<file path="config.mk">
export PLATFORM = sky130hd
export DESIGN_NAME = uvp_top
export DESIGN_NICKNAME = d
export VERILOG_FILES = /design/src/uvp_pkg.sv /design/src/uvp_stage.sv /design/src/uvp_top.sv
export SDC_FILE = /design/constraint.sdc
export NUM_CORES = 2
export LEC_CHECK = 0
export BUFFER_PORTS_ARGS = -buffer_cell sky130_fd_sc_hd__clkbuf_2
export CORE_ASPECT_RATIO = 1.2
export CORE_MARGIN = 2
export CORE_UTILIZATION = 45
export DETAILED_ROUTE_END_ITERATION = 10
export PLACE_DENSITY_LB_ADDON = 0.3
export SLEW_MARGIN = 10
export SYNTH_ARGS = -nofsm -noshare
export SYNTH_HDL_FRONTEND = slang
export SYNTH_HIERARCHICAL = 1
export SYNTH_SLANG_ARGS = --single-unit
</file>
<file path="constraint.sdc">
create_clock -name clk -period 68.6 [get_ports clk]
set_clock_uncertainty 0.1 [all_clocks]
set_input_delay 0 -clock clk [delete_from_list [all_inputs] [get_ports clk]]
set_output_delay 0 -clock clk [all_outputs]
set_load 0.005 [all_outputs]
</file>
<file path="src/uvp_pkg.sv">
// Purpose: Shared constants and helpers for the three-stage undervoltage protection
// Assumes: Voltages are magnitudes in 0.1 V units; delays count 10 ms ticks
// Notes:   Settings are stored per group and per stage inside the top module
package uvp_pkg;
    localparam int          NSTAGE     = 3;
    localparam int          NGROUP     = 4;
    localparam int          VW         = 16;              // Voltage word width
    localparam int          DW         = 15;              // Delay word width, ticks
    localparam longint      CLK_HZ     = 20000000;
    localparam int          TICK_MS    = 10;              // Delay resolution in ms
    localparam longint      TICK_CYC   = CLK_HZ / 1000 * TICK_MS;
    localparam logic [VW-1:0] UN_DEF   = 16'h03E8;        // Nominal 100.0 V
    // Setting fields on the write port
    localparam logic [2:0]  F_START    = 3'h0;
    localparam logic [2:0]  F_HYST     = 3'h1;
    localparam logic [2:0]  F_BLOCK    = 3'h2;
    localparam logic [2:0]  F_OPDLY    = 3'h3;
    localparam logic [2:0]  F_RELDLY   = 3'h4;
    localparam logic [2:0]  F_ACCZ     = 3'h5;
    // Ranges and reset values, percent, 0.1 percent or ticks
    localparam logic [7:0]  START_MIN  = 8'h14;           // 20 %
    localparam logic [7:0]  START_MAX  = 8'h78;           // 120 %
    localparam logic [7:0]  START_RST  = 8'h50;           // 80 %
    localparam logic [7:0]  HYST_MIN   = 8'h01;           // 1.001
    localparam logic [7:0]  HYST_MAX   = 8'hC8;           // 1.200
    localparam logic [7:0]  HYST_RST   = 8'h1E;           // 1.030
    localparam logic [7:0]  BLK_MAX    = 8'h50;           // 80 %
    localparam logic [DW-1:0] DLY_MAX  = 15'h7530;        // 300.00 s
    localparam logic [DW-1:0] REL_MIN  = 15'h0006;        // 0.06 s
    localparam logic [DW-1:0] OP_MIN1  = 15'h0008;        // 0.08 s
    localparam logic [DW-1:0] OP_MIN2  = 15'h0006;        // 0.06 s
    localparam logic [DW-1:0] OP_MIN3  = 15'h0004;        // 0.04 s
    localparam logic [VW-1:0] BLK_ABS  = 16'h0005;        // 0.5 V margin
    localparam logic [7:0]  BLK_PCT    = 8'h03;           // 3 % margin
    localparam logic [9:0]  PERMILLE   = 10'h3E8;

    typedef enum logic [1:0] {
        UVP_IDLE  = 2'b00,
        UVP_START = 2'b01,
        UVP_TRIP  = 2'b10,
        UVP_HOLD  = 2'b11
    } uvp_state_t;

    // Percent of nominal into voltage units
    function automatic logic [VW-1:0] uvp_pct(input logic [7:0] pct, input logic [VW-1:0] un);
        logic [31:0] p;
        p = 32'(pct) * 32'(un) / 32'd100;
        return p[VW-1:0];
    endfunction : uvp_pct

    // Voltage raised by a per-mille margin, saturating
    function automatic logic [VW-1:0] uvp_raise(input logic [VW-1:0] v, input logic [9:0] pm);
        logic [31:0] p;
        p = 32'(v) * (32'(PERMILLE) + 32'(pm)) / 32'(PERMILLE);
        return (p[31:VW] != '0) ? {VW{1'b1}} : p[VW-1:0];
    endfunction : uvp_raise
endpackage : uvp_pkg

</file>
<file path="src/uvp_stage.sv">
// Purpose: Definite-time start/trip sequencer of one undervoltage stage
// Assumes: under and recovered are already registered, blocked may not be; tick is a one-cycle pulse
// Notes:   Release delay is only active when rel_en is set
`timescale 1ns/1ps
module uvp_stage
    import uvp_pkg::*;
(
    input  wire logic          clk,
    input  wire logic          rst,
    input  wire logic          tick,
    input  wire logic          under,
    input  wire logic          recovered,
    input  wire logic          blocked,
    input  wire logic          rel_en,
    input  wire logic [DW-1:0] op_ticks,
    input  wire logic [DW-1:0] rel_ticks,
    output logic               start_o,
    output logic               trip_o
);
    uvp_state_t    st_r,  st_nxt;
    logic [DW-1:0] cnt_r, cnt_nxt;

    // Next state; any block or recovery before expiry restarts from zero
    always_comb begin
        st_nxt  = st_r;
        cnt_nxt = cnt_r;
        unique case (st_r)
            UVP_IDLE: begin
                cnt_nxt = '0;
                if (under && !blocked) begin
                    st_nxt = UVP_START;
                end
            end
            UVP_START: begin
                if (blocked || recovered) begin
                    st_nxt  = UVP_IDLE;
                    cnt_nxt = '0;
                end else if (cnt_r >= op_ticks) begin
                    st_nxt  = UVP_TRIP;
                    cnt_nxt = '0;
                end else if (tick) begin
                    cnt_nxt = cnt_r + 1'b1;
                end
            end
            UVP_TRIP: begin
                cnt_nxt = '0;
                if (blocked) begin
                    st_nxt = UVP_IDLE;
                end else if (recovered) begin
                    st_nxt = (rel_en && rel_ticks != '0) ? UVP_HOLD : UVP_IDLE;
                end
            end
            UVP_HOLD: begin
                // Outputs linger for the release delay; a new dip re-arms the trip
                if (blocked) begin
                    st_nxt  = UVP_IDLE;
                    cnt_nxt = '0;
                end else if (under) begin
                    st_nxt  = UVP_TRIP;
                    cnt_nxt = '0;
                end else if (cnt_r >= rel_ticks) begin
                    st_nxt  = UVP_IDLE;
                    cnt_nxt = '0;
                end else if (tick) begin
                    cnt_nxt = cnt_r + 1'b1;
                end
            end
        endcase
    end

    // State register and registered outputs
    always_ff @(posedge clk) begin
        if (rst) begin
            st_r    <= UVP_IDLE;
            cnt_r   <= '0;
            start_o <= 1'b0;
            trip_o  <= 1'b0;
        end else begin
            st_r    <= st_nxt;
            cnt_r   <= cnt_nxt;
            start_o <= (st_nxt != UVP_IDLE);
            trip_o  <= (st_nxt == UVP_TRIP) || (st_nxt == UVP_HOLD);
        end
    end
endmodule : uvp_stage

</file>
<file path="src/uvp_top.sv">
// Purpose: Three-stage definite-time undervoltage protection with four setting groups
// Assumes: Line-to-line magnitudes arrive synchronous to clk in 0.1 V units
// Notes:   Settings enter through a simple write port; bad writes are refused
`timescale 1ns/1ps
module uvp_top
    import uvp_pkg::*;
#(
    parameter longint          TICK_CYCLES = TICK_CYC,
    parameter logic [VW-1:0]   U_NOMINAL   = UN_DEF
)(
    input  wire logic              clk,
    input  wire logic              rst,
    input  wire logic [VW-1:0]     u12,
    input  wire logic [VW-1:0]     u23,
    input  wire logic [VW-1:0]     u31,
    input  wire logic [NSTAGE-1:0] block_in,
    input  wire logic [1:0]        active_group,
    input  wire logic              cfg_we,
    input  wire logic [1:0]        cfg_group,
    input  wire logic [1:0]        cfg_stage,
    input  wire logic [2:0]        cfg_field,
    input  wire logic [DW-1:0]     cfg_data,
    output logic [NSTAGE-1:0]      start,
    output logic [NSTAGE-1:0]      trip,
    output logic                   cfg_err
);
    // Refuse parameters that the 24-bit divider or the percent scaling cannot serve
    if (TICK_CYCLES < 1 || TICK_CYCLES > 32'hFFFFFF || U_NOMINAL == '0) begin : g_bad_param
        $error("uvp_top: unusable tick length or nominal voltage");
    end

    // Divider end count; 24 bits cover the default 10 ms tick with room to spare
    localparam logic [23:0] TICK_LAST = 24'(TICK_CYCLES - 1);

    // Setting store, one entry per group and stage
    logic [7:0]    thr_mem_r [NGROUP][NSTAGE];
    logic [7:0]    hys_mem_r [NGROUP][NSTAGE];
    logic [7:0]    blk_mem_r [NGROUP][NSTAGE];
    logic [DW-1:0] op_mem_r  [NGROUP][NSTAGE];
    logic [DW-1:0] rel_mem_r [NGROUP][NSTAGE];
    logic          acz_mem_r [NGROUP][NSTAGE];
    // Write check result and the refusal flag it raises
    logic          wr_ok;
    logic          err_nxt;

    // Smallest operate delay of each stage in ticks; stage three is the quickest
    function automatic logic [DW-1:0] op_min(input int s);
        return (s == 0) ? OP_MIN1 : (s == 1) ? OP_MIN2 : OP_MIN3;
    endfunction : op_min

    // Write check: ranges and step sizes; refused writes leave settings alone
    // Stage and field are checked together so a bad target never lands in storage
    always_comb begin
        wr_ok = 1'b0;
        if (cfg_stage < 2'(NSTAGE)) begin
            unique case (cfg_field)
                F_START:  wr_ok = cfg_data >= 15'(START_MIN) && cfg_data <= 15'(START_MAX);
                F_HYST:   wr_ok = cfg_data >= 15'(HYST_MIN) && cfg_data <= 15'(HYST_MAX);
                F_BLOCK:  wr_ok = cfg_data <= 15'(BLK_MAX);
                F_OPDLY:  wr_ok = cfg_data <= DLY_MAX && (cfg_stage == 2'h2 || !cfg_data[0])
                                  && (cfg_data == '0 || cfg_data >= op_min(int'(cfg_stage)));
                F_RELDLY: wr_ok = cfg_stage == 2'h0 && cfg_data >= REL_MIN
                                  && cfg_data <= DLY_MAX && !cfg_data[0];
                F_ACCZ:   wr_ok = cfg_data <= 15'h0001;
                default:  wr_ok = 1'b0;
            endcase
        end
        err_nxt = cfg_we && !wr_ok;
    end

    // Setting registers; reset loads safe defaults into every group
    // A write to the active group acts on the very next compare, no shadow copy
    always_ff @(posedge clk) begin
        if (rst) begin
            for (int g = 0; g < NGROUP; g++) begin
                for (int s = 0; s < NSTAGE; s++) begin
                    thr_mem_r[g][s] <= START_RST;
                    hys_mem_r[g][s] <= HYST_RST;
                    blk_mem_r[g][s] <= 8'h00;
                    op_mem_r[g][s]  <= op_min(s);
                    rel_mem_r[g][s] <= REL_MIN;
                    acz_mem_r[g][s] <= 1'b0;
                end
            end
            cfg_err <= 1'b0;
        end else begin
            cfg_err <= err_nxt;
            if (cfg_we && wr_ok) begin
                unique case (cfg_field)
                    F_START:  thr_mem_r[cfg_group][cfg_stage] <= cfg_data[7:0];
                    F_HYST:   hys_mem_r[cfg_group][cfg_stage] <= cfg_data[7:0];
                    F_BLOCK:  blk_mem_r[cfg_group][cfg_stage] <= cfg_data[7:0];
                    F_OPDLY:  op_mem_r[cfg_group][cfg_stage]  <= cfg_data;
                    F_RELDLY: rel_mem_r[cfg_group][cfg_stage] <= cfg_data;
                    F_ACCZ:   acz_mem_r[cfg_group][cfg_stage] <= cfg_data[0];
                    default:  ;
                endcase
            end
        end
    end

    // Tick divider: one enable pulse per delay step
    // Delay accuracy is one tick, the price of a single shared counter
    logic [23:0] div_r, div_nxt;
    logic        tick_r, tick_nxt;
    always_comb begin
        tick_nxt = (div_r == TICK_LAST);
        div_nxt  = tick_nxt ? 24'h000000 : div_r + 24'h000001;
    end
    always_ff @(posedge clk) begin
        if (rst) begin
            div_r  <= 24'h000000;
            tick_r <= 1'b0;
        end else begin
            div_r  <= div_nxt;
            tick_r <= tick_nxt;
        end
    end

    // Smallest and largest line voltage, registered to cut the compare path
    // All ones at reset so no stage sees a dip before real samples arrive
    logic [VW-1:0] vmin_r, vmin_nxt, vmax_r, vmax_nxt;
    always_comb begin
        vmin_nxt = (u12 < u23) ? u12 : u23;
        vmin_nxt = (u31 < vmin_nxt) ? u31 : vmin_nxt;
        vmax_nxt = (u12 > u23) ? u12 : u23;
        vmax_nxt = (u31 > vmax_nxt) ? u31 : vmax_nxt;
    end
    always_ff @(posedge clk) begin
        if (rst) begin
            vmin_r <= {VW{1'b1}};
            vmax_r <= {VW{1'b1}};
        end else begin
            vmin_r <= vmin_nxt;
            vmax_r <= vmax_nxt;
        end
    end

    // Per-stage level detection and self-block with its own release margin
    // Margins are worked out every cycle so a group switch applies at once
    logic [NSTAGE-1:0] under_r, under_nxt, recov_r, recov_nxt;
    logic [NSTAGE-1:0] lowblk_r, lowblk_nxt, blocked;
    logic [DW-1:0]     op_eff [NSTAGE];
    logic [DW-1:0]     rel_eff [NSTAGE];
    always_comb begin
        logic [VW-1:0] thr, rthr, lim, lrel, lpct;
        thr = '0; rthr = '0; lim = '0; lrel = '0; lpct = '0;
        for (int s = 0; s < NSTAGE; s++) begin
            thr  = uvp_pct(thr_mem_r[active_group][s], U_NOMINAL);
            rthr = uvp_raise(thr, 10'(hys_mem_r[active_group][s]));
            lim  = uvp_pct(blk_mem_r[active_group][s], U_NOMINAL);
            lpct = uvp_raise(lim, 10'(BLK_PCT) * 10'd10);
            lrel = lim + BLK_ABS;
            lrel = (lpct > lrel) ? lpct : lrel;
            under_nxt[s] = vmin_r < thr;
            recov_nxt[s] = vmin_r >= rthr;
            if (lim == '0) begin
                lowblk_nxt[s] = 1'b0;
            end else if (vmax_r < lim) begin
                lowblk_nxt[s] = 1'b1;
            end else if (vmax_r > lrel) begin
                lowblk_nxt[s] = 1'b0;
            end else begin
                lowblk_nxt[s] = lowblk_r[s];
            end
            // Block input goes unregistered to the stage so a block lands within one clock
            blocked[s] = block_in[s] || lowblk_r[s];
            // Zero delay only counts when accepted; otherwise the stage minimum holds
            op_eff[s] = (op_mem_r[active_group][s] == '0 && !acz_mem_r[active_group][s])
                        ? op_min(s) : op_mem_r[active_group][s];
            rel_eff[s] = rel_mem_r[active_group][s];
        end
    end
    // Recovered resets high so no stage can start from stale flags
    always_ff @(posedge clk) begin
        if (rst) begin
            under_r  <= '0;
            recov_r  <= '1;
            lowblk_r <= '0;
        end else begin
            under_r  <= under_nxt;
            recov_r  <= recov_nxt;
            lowblk_r <= lowblk_nxt;
        end
    end

    // Three independent definite-time sequencers
    // Only stage one gets a release delay; the others drop as soon as the line recovers
    for (genvar s = 0; s < NSTAGE; s++) begin : g_stage
        uvp_stage u_stage (
            .clk       (clk),
            .rst       (rst),
            .tick      (tick_r),
            .under     (under_r[s]),
            .recovered (recov_r[s]),
            .blocked   (blocked[s]),
            .rel_en    (s == 0),
            .op_ticks  (op_eff[s]),
            .rel_ticks (rel_eff[s]),
            .start_o   (start[s]),
            .trip_o    (trip[s])
        );
    end
endmodule : uvp_top

</file>
* Word-level counts from Yosys, hierarchy flattened
Memories as Yosys holds them, arrays and structs flattened.
Cells that the tools add are included.
** Storage, ports and cells
- Flip-flop bits (word level) :: 124
- Output and inout port bits :: 7
- Memories kept :: 6
- Logic and storage cells :: 322
- Bits in writable memories :: 660
** Memory list
- op_mem_r :: depth 4, width 45, rd ports 1, clocked after Yosys merged registers in 0, write ports 4, RTL line uvp_top.sv:39 : logic [DW-1:0] op_mem_r [NGROUP][NSTAGE];
- rel_mem_r :: depth 4, width 45, rd ports 1, clocked after Yosys merged registers in 0, write ports 4, RTL line uvp_top.sv:40 : logic [DW-1:0] rel_mem_r [NGROUP][NSTAGE];
- blk_mem_r :: depth 4, width 24, rd ports 1, clocked after Yosys merged registers in 0, write ports 4, RTL line uvp_top.sv:38 : logic [7:0] blk_mem_r [NGROUP][NSTAGE];
- hys_mem_r :: depth 4, width 24, rd ports 1, clocked after Yosys merged registers in 0, write ports 4, RTL line uvp_top.sv:37 : logic [7:0] hys_mem_r [NGROUP][NSTAGE];
- thr_mem_r :: depth 4, width 24, rd ports 1, clocked after Yosys merged registers in 0, write ports 4, RTL line uvp_top.sv:36 : logic [7:0] thr_mem_r [NGROUP][NSTAGE];
- acz_mem_r :: depth 4, width 3, rd ports 1, clocked after Yosys merged registers in 0, write ports 4, RTL line uvp_top.sv:41 : logic acz_mem_r [NGROUP][NSTAGE];
** Operators by class
- Equality and inequality tests :: 23
- Add/subtract/negate cells :: 10
- $lt $le $gt $ge :: 37
- Reduce and logical (&&, ||, !) cells :: 74
- Multiply operators :: 12
- Mux-type cells :: 125
- Bitwise gates (word level) :: 1
- Divide/modulo/power cells :: 12
** Operators by type and width (number)
- $mux 15 :: 22
- $mux 45 :: 6
- $mux 24 :: 9
- $mux 16 :: 13
- $div 18x7->32 const B :: 6
- $pmux 15 s3 :: 3
- $gt 16x16->1 :: 8
- $lt 16x16->1 :: 8
- $div 27x10->32 const B :: 3
- $div 32x10->32 const B :: 3
- $reduce_bool 16->1 :: 6
- $ge 15x15->1 :: 6
- $mul 8x7->15 const B :: 6
- $reduce_or 45->1 :: 2
- $mul 16x11->27 :: 3
- $mul 16x10->26 const B :: 3
- $reduce_or 24->1 :: 3
- $mux 2 :: 32
- $logic_not 15->1 :: 4
- $add 16x3->16 const B :: 3
- $ge 16x16->1 :: 3
- $logic_not 16->1 :: 3
- $add 15x1->15 const B :: 3
- $add 10x8->11 const A :: 3
- 37 further kinds :: 133

* Longest topological paths before layout
- Depth in word-level cells :: 14
- Gate-level depth with buffers :: 187
- Gate-level depth less buffers :: 174

* Cells and area by module
Netlist, hierarchy kept.
** By module, submodules not included
- uvp_top :: sequential area each 21160.3 µm², times used 1, area each 102014.1 µm², cells each 11863
- uvp_stage :: sequential area each 380.4 µm², times used 3, area each 1739.2 µm², cells each 204

* Worst setup path after synthesis
Ideal clock, no wire load.
- Path type :: input to register
- From :: input port active_group[0]
- To :: register recov_r[0]
- Path buffers :: 12
- Cell stages on the path :: 178
- Slack :: 28458 ps
- Library setup time :: 119 ps
- Data required time :: 68381 ps
- Arrival :: 39924 ps
- Path through :: clkbuf_1 clkbuf_1 clkbuf_1 clkbuf_1 clkbuf_1 buf_1 mux4_2 fa_1 xor2_1 ha_1 fa_1 inv_1 fa_1 inv_1 ha_1 o21ai_0 a21boi_0 o21ai_0 (+142 left out) o21ai_0 nand2b_1 a21oi_1 nor2b_1 o21ai_0 nand2b_1 a21oi_1 nor2b_1 o21ai_0 nand2b_1 a21oi_1 nor2b_1 o21ai_0 nand2b_1 a21oi_1 nor2b_1 o21ai_0 nand2_1
** On the way
- Longest elaborated chain between the ends :: 8
** RTL lines
- from (decl) :: RTL line uvp_top.sv:17 : input wire logic [1:0] active_group,
- $mem_v2 4x24
- $mul 8x7->15 :: RTL line uvp_pkg.sv:47 : p = 32'(pct) * 32'(un) / 32'd100;
- $div 18x7->32 :: RTL line uvp_pkg.sv:47
- $mul 16x11->27 (*) :: RTL line uvp_pkg.sv:54 : p = 32'(v) * (32'(PERMILLE) + 32'(pm)) / 32'(PERMILLE);
- $div 32x10->32 (*) :: RTL line uvp_pkg.sv:54
- $reduce_bool 16->1 :: RTL line uvp_pkg.sv:55 : return (p[31:VW] != '0) ? {VW{1'b1}} : p[VW-1:0];
- $mux 16 (*) :: RTL line uvp_pkg.sv:55
- $ge 16x16->1 (*) :: RTL line uvp_top.sv:156 : recov_nxt[s] = vmin_r >= rthr;
- to (signal assigned) :: RTL line uvp_top.sv:182 : recov_r <= recov_nxt;
- to (decl) :: RTL line uvp_top.sv:141 : logic [NSTAGE-1:0] under_r, under_nxt, recov_r, recov_nxt;
Every way passes the cells marked *; elsewhere a longest branch is shown, timed or not.
A chain may end at the register's enable or synchronous reset.

* Worst setup path after layout
- From :: input port active_group[1]
- To :: register recov_r[1]
Same word-level chain as after synthesis.

==> results.sh <==
export IMPL_run_status="complete, no violations"
export IMPL_syn_mean_instance_area_um2=8.60
export IMPL_syn_to_final_growth_pct=7.06
export IMPL_dieWidth_um=450
export IMPL_tritoncts_buffer_count=80
export IMPL_design_portCount=85
export IMPL_detail_route_first_pass_iterations=6
export IMPL_async_flop_share_pct=0
export IMPL_tritoncts_clock_tree="yes"
export IMPL_grt_max_degree=85
export IMPL_cts_sink_count=784
export IMPL_grt_first_pass_wirelength_mm=484
export IMPL_max_clock_path_buffers=3
export IMPL_path_max_fanout=56
export IMPL_setup_worst_path_class="primary input to flip-flop"
export IMPL_flop2flop_setup_slack_ns=24.23
export IMPL_chipHeight_um=539
export IMPL_worst_setup_hold_path_clk_slew_ns=0.07
export IMPL_final_hold_viol_count=0
export IMPL_grt_remaining_overflow=0
export IMPL_root_buffer="sky130_fd_sc_hd__clkbuf_16"
export IMPL_mapped_area_mm2=0.107
export IMPL_drt_antenna_violating_nets=0
export IMPL_critical_path_top_delay_family="compound AO/OA/AOI/OAI gates"
export IMPL_track_usage_pct=24.1
export IMPL_synthesis_instances=12500
export IMPL_count_of_input_and_output_buffers=84
export IMPL_route_detailed_vias_per_inst=5.94
export IMPL_die_area_mm2=0.242
export IMPL_nNetsFinal=13900
export IMPL_rsz_0062_raised_after_global_routing="false"
export IMPL_critical_path_max_stage_delay_ns=0.82
export IMPL_number_of_global_route_vias_before_repair=90900
export IMPL_routed_wire_length_per_instance_um=19.1
export IMPL_critical_path_arrival_ns=45.15
export IMPL_vias=93800
export IMPL_totalWireLength_mm=301
export IMPL_final_replace_weighted_congestion=0.948
export IMPL_setup_viol=0
export IMPL_min_delay_path_class="primary input to flip-flop"
export IMPL_tmin_final_ns=44.66
export IMPL_sequential_fraction_of_the_synthesis_area_pct=20.8
export IMPL_floorplan_rows=196
export IMPL_worst_slew_pin_transition_ns=1.17
export IMPL_worst_slew_margin_rel_pct=19.8
export IMPL_slowest_stage="sky130_fd_sc_hd__nor4_1"
export IMPL_max_cap_viol_count=0
export IMPL_yosysWarningCount=6
export IMPL_dr_first_iter_drc_count=6902
export IMPL_antenna_found_initial=13
export IMPL_worst_setup_path_start_kind="primary input"
export IMPL_tns_ns=0
export IMPL_timing_final_crit_share_pct=65.1
export IMPL_worst_skew_pair_late_latency_ns=0.72
export IMPL_cts_resized_gates=0
export IMPL_fill_cells=22900
export IMPL_area_of_the_core_mm2=0.237
export IMPL_yosys_cell_types_count=189
export IMPL_final_max_slew_violation_count=0
export IMPL_critPathBufInv=25
export IMPL_place_detailed_hpwl_mm=232
export IMPL_postSynthRegisterBits=784
export IMPL_synth_edf_count=660
export IMPL_synth_ff_type="sky130_fd_sc_hd__edfxtp_1"
export IMPL_crit_path_end_kind="flip-flop"
export IMPL_htree_num_levels=3
export IMPL_fmaxAchievable_ghz=0.0224
export IMPL_final_layout_size_suffix_gt1_share_pct=9.43
export IMPL_critical_path_required_ns=69.10
export IMPL_starting_utilization_of_the_core_area_pct=45.2
export IMPL_drc=0
export IMPL_timing_critical_path_mode_cell="sky130_fd_sc_hd__a21oi_1"
==> worst register-to-register path, delay by kind of cell, from the launching register on <==
family / cells / cell delay, ns
AO/OA/AOI/OAI: 78 / 23.60
buffers and inverters: 16 / 2.47
multiplexers: 8 / 2.50
flip-flops: 1 / 0.37
XOR/XNOR: 12 / 2.64
AND/OR/NAND/NOR: 36 / 6.48
adder cells (fa/ha/maj): 16 / 6.02
==> per-stage QoR <==
stage	std cells	util [%]	setup slack [ns]	hold WS, ns	area, µm²
finish	15800	48.4	23.94	0.0294	115000
global route	15800	48.3	19.29	0.0139	115000
CTS	15800	48.3	24.25	0.000411	115000
detailed placement	15600	46.9	23.68	0.168	111000
global placement	15600	46.9	24.78	0.167	111000
floorplan	12600	-	28.46	0.0328	108000
==> layout make-up <==
class	count	area [µm²]	share of cell area (%)
Antenna cell	16	40.0	0.0349
Clock buffer	102	2110	1.84
Clock inverter	47	624	0.544
Inverter	1002	3780	3.29
Multi-Input combinational cell	10400	79700	69.4
Sequential cell	784	22300	19.4
Tap cell	3168	3960	3.45
Timing Repair Buffer	304	2310	2.01
==> placed cells by master (no fill, tap or decap), types with 171 or more instances in the layout <==
master                     instances
sky130_fd_sc_hd__nand2_1        1013
sky130_fd_sc_hd__ha_1            915
sky130_fd_sc_hd__conb_1          171
sky130_fd_sc_hd__edfxtp_1        660
sky130_fd_sc_hd__or3_1           175
sky130_fd_sc_hd__mux2i_1         226
sky130_fd_sc_hd__o21ai_0         508
sky130_fd_sc_hd__and2_1          491
sky130_fd_sc_hd__a21oi_1         640
sky130_fd_sc_hd__xnor2_1         524
sky130_fd_sc_hd__inv_1           949
sky130_fd_sc_hd__or2_2           176
sky130_fd_sc_hd__nor3_1          344
sky130_fd_sc_hd__nor2_1         1053
sky130_fd_sc_hd__xor2_1          197
sky130_fd_sc_hd__nand3_1         321
sky130_fd_sc_hd__fa_1            405
==> layer usage <==
layer	track usage, %	vias up	routed length (µm)
li1	-	45700	-
met1	29.6	45000	126000
met2	43.1	2525	148000
met3	2.15	560	14200
met4	9.55	8	12700
met5	0	-	62
==> state kept, by name (all words and copies together), names as in the netlist <==
signal                   count
acz_mem_r                   12
thr_mem_r                   96
g_stage.u_stage/st_r         6
tick_r                       1
lowblk_r                     3
cfg_err                      1
rel_mem_r                  180
under_r                      3
op_mem_r                   180
g_stage.u_stage/start_o      3
hys_mem_r                   96
g_stage.u_stage/cnt_r       45
vmax_r                      16
g_stage.u_stage/trip_o       3
vmin_r                      16
blk_mem_r                   96
recov_r                      3
div_r                       24
==> cells by family (layout without fill, tap and decap cells) <==
logic type	count (synthesis)	in the layout	share of synthesized area, %
buf+inv	1481	1455	5.56
xor+xnor	736	736	6.13
compound gates	3077	3077	20.8
simple gates	4554	4554	21.7
flops	784	784	20.8
other cells	2	187	0.00700
fa+ha+maj	1380	1380	18.8
mux	461	461	6.26
==> Yosys cell counts (all sizes together), types with 342 or more instances <==
library cell | instances | area share (%)
nand2 | 1023 | 3.6
fa | 405 | 7.6
a21oi | 700 | 3.5
and2 | 502 | 2.9
nor3 | 359 | 1.8
nor2 | 1069 | 3.8
ha | 915 | 11
o21ai | 586 | 2.8
clkbuf | 342 | 1.3
inv | 987 | 3.5
edfxtp | 660 | 18
xnor2 | 534 | 4.4
==> final timing paths <==
path                         start          to  cells past startpoint
setup / recovery   active_group[1]  recov_r[1]                    175
setup reg to reg  thr_mem_r[3][16]  recov_r[0]                    166
hold / removal              u12[4]   vmax_r[4]                      4
hold reg to reg           div_r[0]    div_r[0]                      1
==> timing repair <==
action | CTS | global route
endpoints found under the hold margin | 395 | 0
hold buffers | 79 | 0
buffers inserted | 0 | 0
Power is left out: the tool's default activity adds up to more than one toggle a clock period on the data nets, which glitch-free logic cannot reach.
